$ cat src/core/wdcs_defines.svh
// Purpose: Offsets, bit positions and reset values of the watchdog CSR
// Assumes: Word-addressed Avalon-MM slave, one 32-bit word per register
// Notes:   Definitions only
`ifndef WDCS_DEFINES_SVH
`define WDCS_DEFINES_SVH

`define WDCS_ADDR_W        4
`define WDCS_OFF_CSR       4'h0
`define WDCS_OFF_COUNTER   4'h1
`define WDCS_OFF_IRQ_STAT  4'h2
`define WDCS_OFF_IRQ_MASK  4'h3

`define WDCS_BIT_CWE_INH   7
`define WDCS_BIT_CWE       6
`define WDCS_BIT_SWE_INH   5
`define WDCS_BIT_SWE       4
`define WDCS_BIT_ON_INH    3
`define WDCS_BIT_ON        2
`define WDCS_BIT_FLAG_INH  1
`define WDCS_BIT_FLAG      0

`define WDCS_RST_CWE       1'h0
`define WDCS_RST_SWE       1'h0
`define WDCS_RST_ON        1'h0
`define WDCS_RST_FLAG      1'h0

`define WDCS_IRQ_BITS      2
`define WDCS_IRQ_OVF       0
`define WDCS_IRQ_REJECT    1

`endif

$ cat src/core/wdcs_pkg.sv
// Purpose: Types shared by the watchdog CSR block
// Assumes: Nothing
// Notes:   Constants live in wdcs_defines.svh
package wdcs_pkg;

   typedef struct packed {
      logic       write;
      logic       read;
      logic [3:0] address;
      logic [3:0] byteenable;
      logic [31:0] writedata;
   } wdcs_req_t;

   typedef struct packed {
      logic        counter_write_enable;
      logic        status_write_enable;
      logic        watchdog_on;
      logic        watchdog_reset_flag;
   } wdcs_state_t;

endpackage

$ cat src/core/wdcs_sync.sv
// Purpose: Two-stage synchroniser for a level from outside the clock domain
// Assumes: sys_clk domain
// Notes:   First stage is read only by the second stage
`timescale 1ns/1ps
module wdcs_sync (
   input  wire logic sys_clk,
   input  wire logic reset,
   input  wire logic din,
   output logic      dout
);
   logic meta_reg;
   logic sync_reg;

   always_ff @(posedge sys_clk) begin
      if (reset) begin
         meta_reg <= 1'b0;
         sync_reg <= 1'b0;
      end else begin
         meta_reg <= din;
         sync_reg <= meta_reg;
      end
   end

   assign dout = sync_reg;
endmodule

$ cat src/core/wdcs_top.sv
// Purpose: Watchdog control/status register with per-bit write protection
// Assumes: Avalon-MM slave, one wait state per access, counter outside
// Notes:   reset is the external reset pin, already synchronous
//
// Design decisions made here: the register addresses and register access over Avalon-MM.
`timescale 1ns/1ps
`include "wdcs_defines.svh"
module wdcs_top
   import wdcs_pkg::*;
#(
   parameter int CNT_W = 8
) (
   input  wire logic                    sys_clk,
   input  wire logic                    reset,
   input  wire logic [`WDCS_ADDR_W-1:0] avs_address,
   input  wire logic                    avs_read,
   input  wire logic                    avs_write,
   input  wire logic [3:0]              avs_byteenable,
   input  wire logic [31:0]             avs_writedata,
   output logic      [31:0]             avs_readdata,
   output logic                         avs_waitrequest,
   input  wire logic                    wd_overflow_async,
   input  wire logic [CNT_W-1:0]        wd_count,
   output logic                         wd_count_we,
   output logic      [CNT_W-1:0]        wd_count_wdata,
   output logic                         wd_enable,
   output logic                         wd_irq
);

   wdcs_req_t   req;
   wdcs_state_t st_reg;
   wdcs_state_t st_next;

   logic        ack_reg;
   logic [31:0] rdata_reg;
   logic [31:0] rdata_next;
   logic        cnt_we_reg;
   logic [CNT_W-1:0] cnt_wdata_reg;
   logic [`WDCS_IRQ_BITS-1:0] stat_reg;
   logic [`WDCS_IRQ_BITS-1:0] stat_next;
   logic [`WDCS_IRQ_BITS-1:0] mask_reg;
   logic        ovf_sync;
   logic        ovf_d_reg;

   assign req.write      = avs_write;
   assign req.read       = avs_read;
   assign req.address    = avs_address;
   assign req.byteenable = avs_byteenable;
   assign req.writedata  = avs_writedata;

   wdcs_sync u_ovf_sync (
      .sys_clk (sys_clk),
      .reset   (reset),
      .din     (wd_overflow_async),
      .dout    (ovf_sync)
   );

   // One-cycle overflow event from the synchronised level
   wire ovf_evt = ovf_sync & ~ovf_d_reg;

   // Access completes on the cycle after it is first seen
   wire access   = (req.read | req.write) & ~ack_reg;
   // Writes take effect at the accept edge, when waitrequest is low
   wire wr_acc   = req.write & ack_reg & req.byteenable[0];
   wire hit_csr  = req.address == `WDCS_OFF_CSR;
   wire hit_cnt  = req.address == `WDCS_OFF_COUNTER;
   wire hit_stat = req.address == `WDCS_OFF_IRQ_STAT;
   wire hit_mask = req.address == `WDCS_OFF_IRQ_MASK;
   wire [7:0] wd = req.writedata[7:0];

   wire csr_wr   = wr_acc & hit_csr;
   wire cwe_upd  = csr_wr & ~wd[`WDCS_BIT_CWE_INH];
   wire swe_upd  = csr_wr & ~wd[`WDCS_BIT_SWE_INH];
   wire on_upd   = csr_wr & st_reg.status_write_enable
                 & ~wd[`WDCS_BIT_ON_INH];
   wire flag_upd = csr_wr & st_reg.status_write_enable
                 & ~wd[`WDCS_BIT_FLAG_INH];
   wire cnt_wr   = wr_acc & hit_cnt & st_reg.counter_write_enable;
   wire cnt_rej  = wr_acc & hit_cnt & ~st_reg.counter_write_enable;

   always_comb begin
      st_next = st_reg;
      if (cwe_upd) begin
         st_next.counter_write_enable = wd[`WDCS_BIT_CWE];
      end
      if (swe_upd) begin
         st_next.status_write_enable = wd[`WDCS_BIT_SWE];
      end
      if (on_upd) begin
         st_next.watchdog_on = wd[`WDCS_BIT_ON];
      end
      if (flag_upd) begin
         st_next.watchdog_reset_flag = wd[`WDCS_BIT_FLAG];
      end
      // Overflow wins over a simultaneous clearing write
      if (ovf_evt) begin
         st_next.watchdog_reset_flag = 1'b1;
      end
   end

   wire [7:0] csr_view = {1'b1, st_reg.counter_write_enable,
                          1'b1, st_reg.status_write_enable,
                          1'b1, st_reg.watchdog_on,
                          1'b1, st_reg.watchdog_reset_flag};

   // Set wins over write-one-to-clear
   wire [`WDCS_IRQ_BITS-1:0] irq_evt = {cnt_rej, ovf_evt};
   wire [`WDCS_IRQ_BITS-1:0] irq_clr =
      (wr_acc & hit_stat) ? req.writedata[`WDCS_IRQ_BITS-1:0]
                          : {`WDCS_IRQ_BITS{1'b0}};
   assign stat_next = (stat_reg & ~irq_clr) | irq_evt;

   always_comb begin
      rdata_next = 32'h0000_0000;
      if (hit_csr) begin
         rdata_next[7:0] = csr_view;
      end else if (hit_cnt) begin
         rdata_next[CNT_W-1:0] = wd_count;
      end else if (hit_stat) begin
         rdata_next[`WDCS_IRQ_BITS-1:0] = stat_reg;
      end else if (hit_mask) begin
         rdata_next[`WDCS_IRQ_BITS-1:0] = mask_reg;
      end
   end

   // The external reset pin clears the flag, as does a CSR write of 0 with the flag inhibit bit low while status writes are enabled
   always_ff @(posedge sys_clk) begin
      if (reset) begin
         st_reg.counter_write_enable <= `WDCS_RST_CWE;
         st_reg.status_write_enable  <= `WDCS_RST_SWE;
         st_reg.watchdog_on          <= `WDCS_RST_ON;
         st_reg.watchdog_reset_flag  <= `WDCS_RST_FLAG;
      end else begin
         st_reg <= st_next;
      end
   end

   always_ff @(posedge sys_clk) begin
      if (reset) begin
         ack_reg   <= 1'b0;
         rdata_reg <= 32'h0000_0000;
         ovf_d_reg <= 1'b0;
      end else begin
         ack_reg   <= access;
         ovf_d_reg <= ovf_sync;
         // Read data held until the next read is captured
         if (access & req.read) begin
            rdata_reg <= rdata_next;
         end
      end
   end

   always_ff @(posedge sys_clk) begin
      if (reset) begin
         stat_reg <= {`WDCS_IRQ_BITS{1'b0}};
         mask_reg <= {`WDCS_IRQ_BITS{1'b0}};
      end else begin
         stat_reg <= stat_next;
         if (wr_acc & hit_mask) begin
            mask_reg <= req.writedata[`WDCS_IRQ_BITS-1:0];
         end
      end
   end

   always_ff @(posedge sys_clk) begin
      if (reset) begin
         cnt_we_reg    <= 1'b0;
         cnt_wdata_reg <= {CNT_W{1'b0}};
      end else begin
         cnt_we_reg <= cnt_wr;
         if (cnt_wr) begin
            cnt_wdata_reg <= req.writedata[CNT_W-1:0];
         end
      end
   end

   assign avs_waitrequest = (req.read | req.write) & ~ack_reg;
   assign avs_readdata    = rdata_reg;
   assign wd_count_we     = cnt_we_reg;
   assign wd_count_wdata  = cnt_wdata_reg;
   assign wd_enable       = st_reg.watchdog_on;
   assign wd_irq          = |(stat_reg & mask_reg);

endmodule

$ cat config.mk
export PLATFORM = sky130hd
export DESIGN_NAME = wdcs_top
export DESIGN_NICKNAME = d
export VERILOG_FILES = /design/src/core/wdcs_pkg.sv /design/src/core/wdcs_sync.sv /design/src/core/wdcs_top.sv
export VERILOG_INCLUDE_DIRS = /design/src /design/src/core
export SDC_FILE = /design/constraint.sdc
export NUM_CORES = 1
export LEC_CHECK = 0
export BUFFER_PORTS_ARGS = -buffer_cell sky130_fd_sc_hd__buf_2
export CORE_MARGIN = 2
export CORE_UTILIZATION = 43
export CTS_CLUSTER_DIAMETER = 100
export DETAILED_ROUTE_END_ITERATION = 12
export PLACE_DENSITY = 0.9
export SETUP_SLACK_MARGIN = 0.4
export SYNTH_ARGS = -nofsm -noshare
export SYNTH_HDL_FRONTEND = slang
export SYNTH_SLANG_ARGS = --single-unit
$ cat constraint.sdc
create_clock -name sys_clk -period 2.9 [get_ports sys_clk]
set_input_delay 0 -clock sys_clk [delete_from_list [all_inputs] [get_ports sys_clk]]
set_output_delay 0 -clock sys_clk [all_outputs]
set_load 0.02 [all_outputs]
==> results.json <==
{
  "postSynth.asyncResetShare_pct": 0,
  "grt_pass1_vias": 1295,
  "cp.required_ns": 3.10,
  "die_w_microns": 63.3,
  "multi_input_area_sq_um": 777,
  "place_congestion": 0.787,
  "ir_drop_v": 0.000164,
  "tns_ns": 0,
  "leakagePower_uw": 0.000743,
  "maxSlewHeadroom_pct": 55.1,
  "drive_above_1_share_pct": 27.9,
  "cap_violations": 0,
  "clk_path_buf_depth": 2,
  "cts_tree": "yes",
  "cts_sinks": 29,
  "rows": 21,
  "r2r_cells": 3,
  "n_antenna_cell": 0,
  "hold_depth": 3,
  "path_max_fanout": 13,
  "ant_nets": 0,
  "die_y_microns": 63.3,
  "drtPass1Iterations": 6,
  "max_freq_mhz": 579,
  "port_buffers": 45,
  "htreeDepth": 2,
  "grt_pass1_wl_microns": 5550,
  "avgSynthCellArea_sq_um": 8.75,
  "synth.top_cell.area_share_pct": 38.3,
  "cts-resized-gates": 0,
  "worst_slew_pin_slew_ns": 0.669,
  "cts_buffers": 5,
  "criticalPathCategory": "reg2reg",
  "clk_latency_ns": 0.34,
  "synth_seq_area_share_pct": 38.3,
  "grt_overflow": 0,
  "fin_crit_sh_pct": 59.6,
  "end_kind": "flop",
  "boundaryPins": 97,
  "cp-start-kind": "flop",
  "hpwl_microns": 2350,
  "synth_area_leader_cell": "dfxtp_1",
  "grt_max_degree": 31,
  "drtIter0Drc": 79,
  "yosys_warnings": 0,
  "wl_per_cell_microns": 12.6,
  "syn_area_sq_um": 1510,
  "worst_ep_arrival_time_ns": 1.93,
  "synth_common_cells": "dfxtp_1 (29), buf_4 (24), a21oi_1 (21)",
  "viasPerCell": 5.10,
  "vias": 1368,
  "hold_viol_final": 0,
  "regArea_sq_um": 581,
  "drc": 0,
  "worst_slack_ns": 1.17,
  "die_area_sq_um": 4010,
  "path_clk_slew_ns": 0.09,
  "finalClockSkew_ns": 0.0141,
  "antenna_found_initial": 0,
  "syn_inst": 173,
  "yosysMostFrequentCell": "dfxtp_1",
  "start_util_pct": 45.0,
  "cts_root_buf": "clkbuf_4",
  "synth_seq_cells": 29,
  "fin_nets": 274,
  "rsz0062_at_grt": "no",
  "wl_microns": 3390,
  "synth_cell_types": 39,
  "hold_class": "in2reg",
  "post_cts_buffers": 0,
  "synth.area.top_cells": "dfxtp_1 (38%), buf_4 (12%), a21oi_1 (6.9%)",
  "status": "completed",
  "setup-violations-final": 0,
  "synth-edff-count": 0,
  "core_area_sq_um": 3360,
  "yosys_most_used_dff": "dfxtp_1",
  "track_usage_pct": 17.9,
  "power_density_nw_per_um2": 427,
  "period_minus_slack_ns": 1.73,
  "area_delta_synth_final_pct": 18.2,
  "final_max_slew_viol_count": 0,
  "fillers": 328,
  "dpl_worst_slack_ns": 1.22,
  "ctsHoldBuffers": 9
}
[worst max-delay path, cell delays in order (launching register included)]
cell and delay, ns:
dfxtp_1 0.46, nand4b_1 0.49, nor4_1 0.49, a311oi_1 0.15
[worst paths after layout]
| check | slack [ns] | from | end |
|---|---|---|---|
| min | 0.01 | avs_read | ack_reg |
| max | 1.17 | ack_reg | stat_reg[0] |
| min reg2reg | 0.45 | avs_readdata[5] | avs_readdata[5] |
| max reg2reg | 1.17 | ack_reg | stat_reg[0] |
[metal layers]
metal	share of wire [%]	vias up	global-route usage (%)	wire length, microns
met5	0	-	0	0
met1	44	649	20.0	1480
li1	-	667	-	-
met4	1.2	0	9.24	40
met3	7.4	4	8.39	252
met2	48	48	28.4	1620
[kinds of logic (layout without fill, tap and decap cells)]
kind of cell / after synthesis / in the layout / synth area share, %
DFF: 29 / 29 / 38.3
other: 1 / 24 / 0.248
AOI/OAI and AO/OA: 40 / 40 / 15.3
buffers and inverters: 37 / 63 / 16.0
and+or+nand+nor: 60 / 60 / 24.7
muxes: 6 / 6 / 5.37
[cell usage in the layout, fill, tap and decap left out, types with 4 or more instances in the layout]
cell type      count
dlygate4sd3_1      9
clkbuf_4           5
nand2b_1           7
buf_2             45
o21ai_0           10
a21oi_1           21
nor2b_1            5
dfxtp_1           29
nand3_1           17
nand2_1            8
mux2_2             4
conb_1            24
[stage by stage]
stage	util (%)	power, uW	instance area, sq um	hold slack (ns)	cells
6_report	53.2	764	1790	0.0129	268
3_5_place_dp	48.9	520	1640	0.223	251
5_1_grt	53.2	802	1790	0.0284	268
3_3_place_gp	48.9	518	1640	0.224	251
2_1_floorplan	-	515	1600	0.0966	196
4_1_cts	53.2	772	1790	0.00112	268
[power breakdown]
part / switching (uW) / internal (uW) / total [uW]
clock: 151 / 91.2 / 243
combinational: 73.4 / 39.2 / 113
sequential: 4.42 / 404 / 408
[final cells by class]
| cell class | count | share of cell area (%) |
|---|---|---|
| multi-input combinational | 130 | 43.4 |
| timing repair buffer | 54 | 17.6 |
| inverter | 1 | 0.210 |
| clock buffer | 5 | 2.10 |
| sequential | 29 | 32.4 |
| tap | 46 | 3.22 |
| clock inverter | 3 | 0.979 |
(Power assumes the default switching activity.)
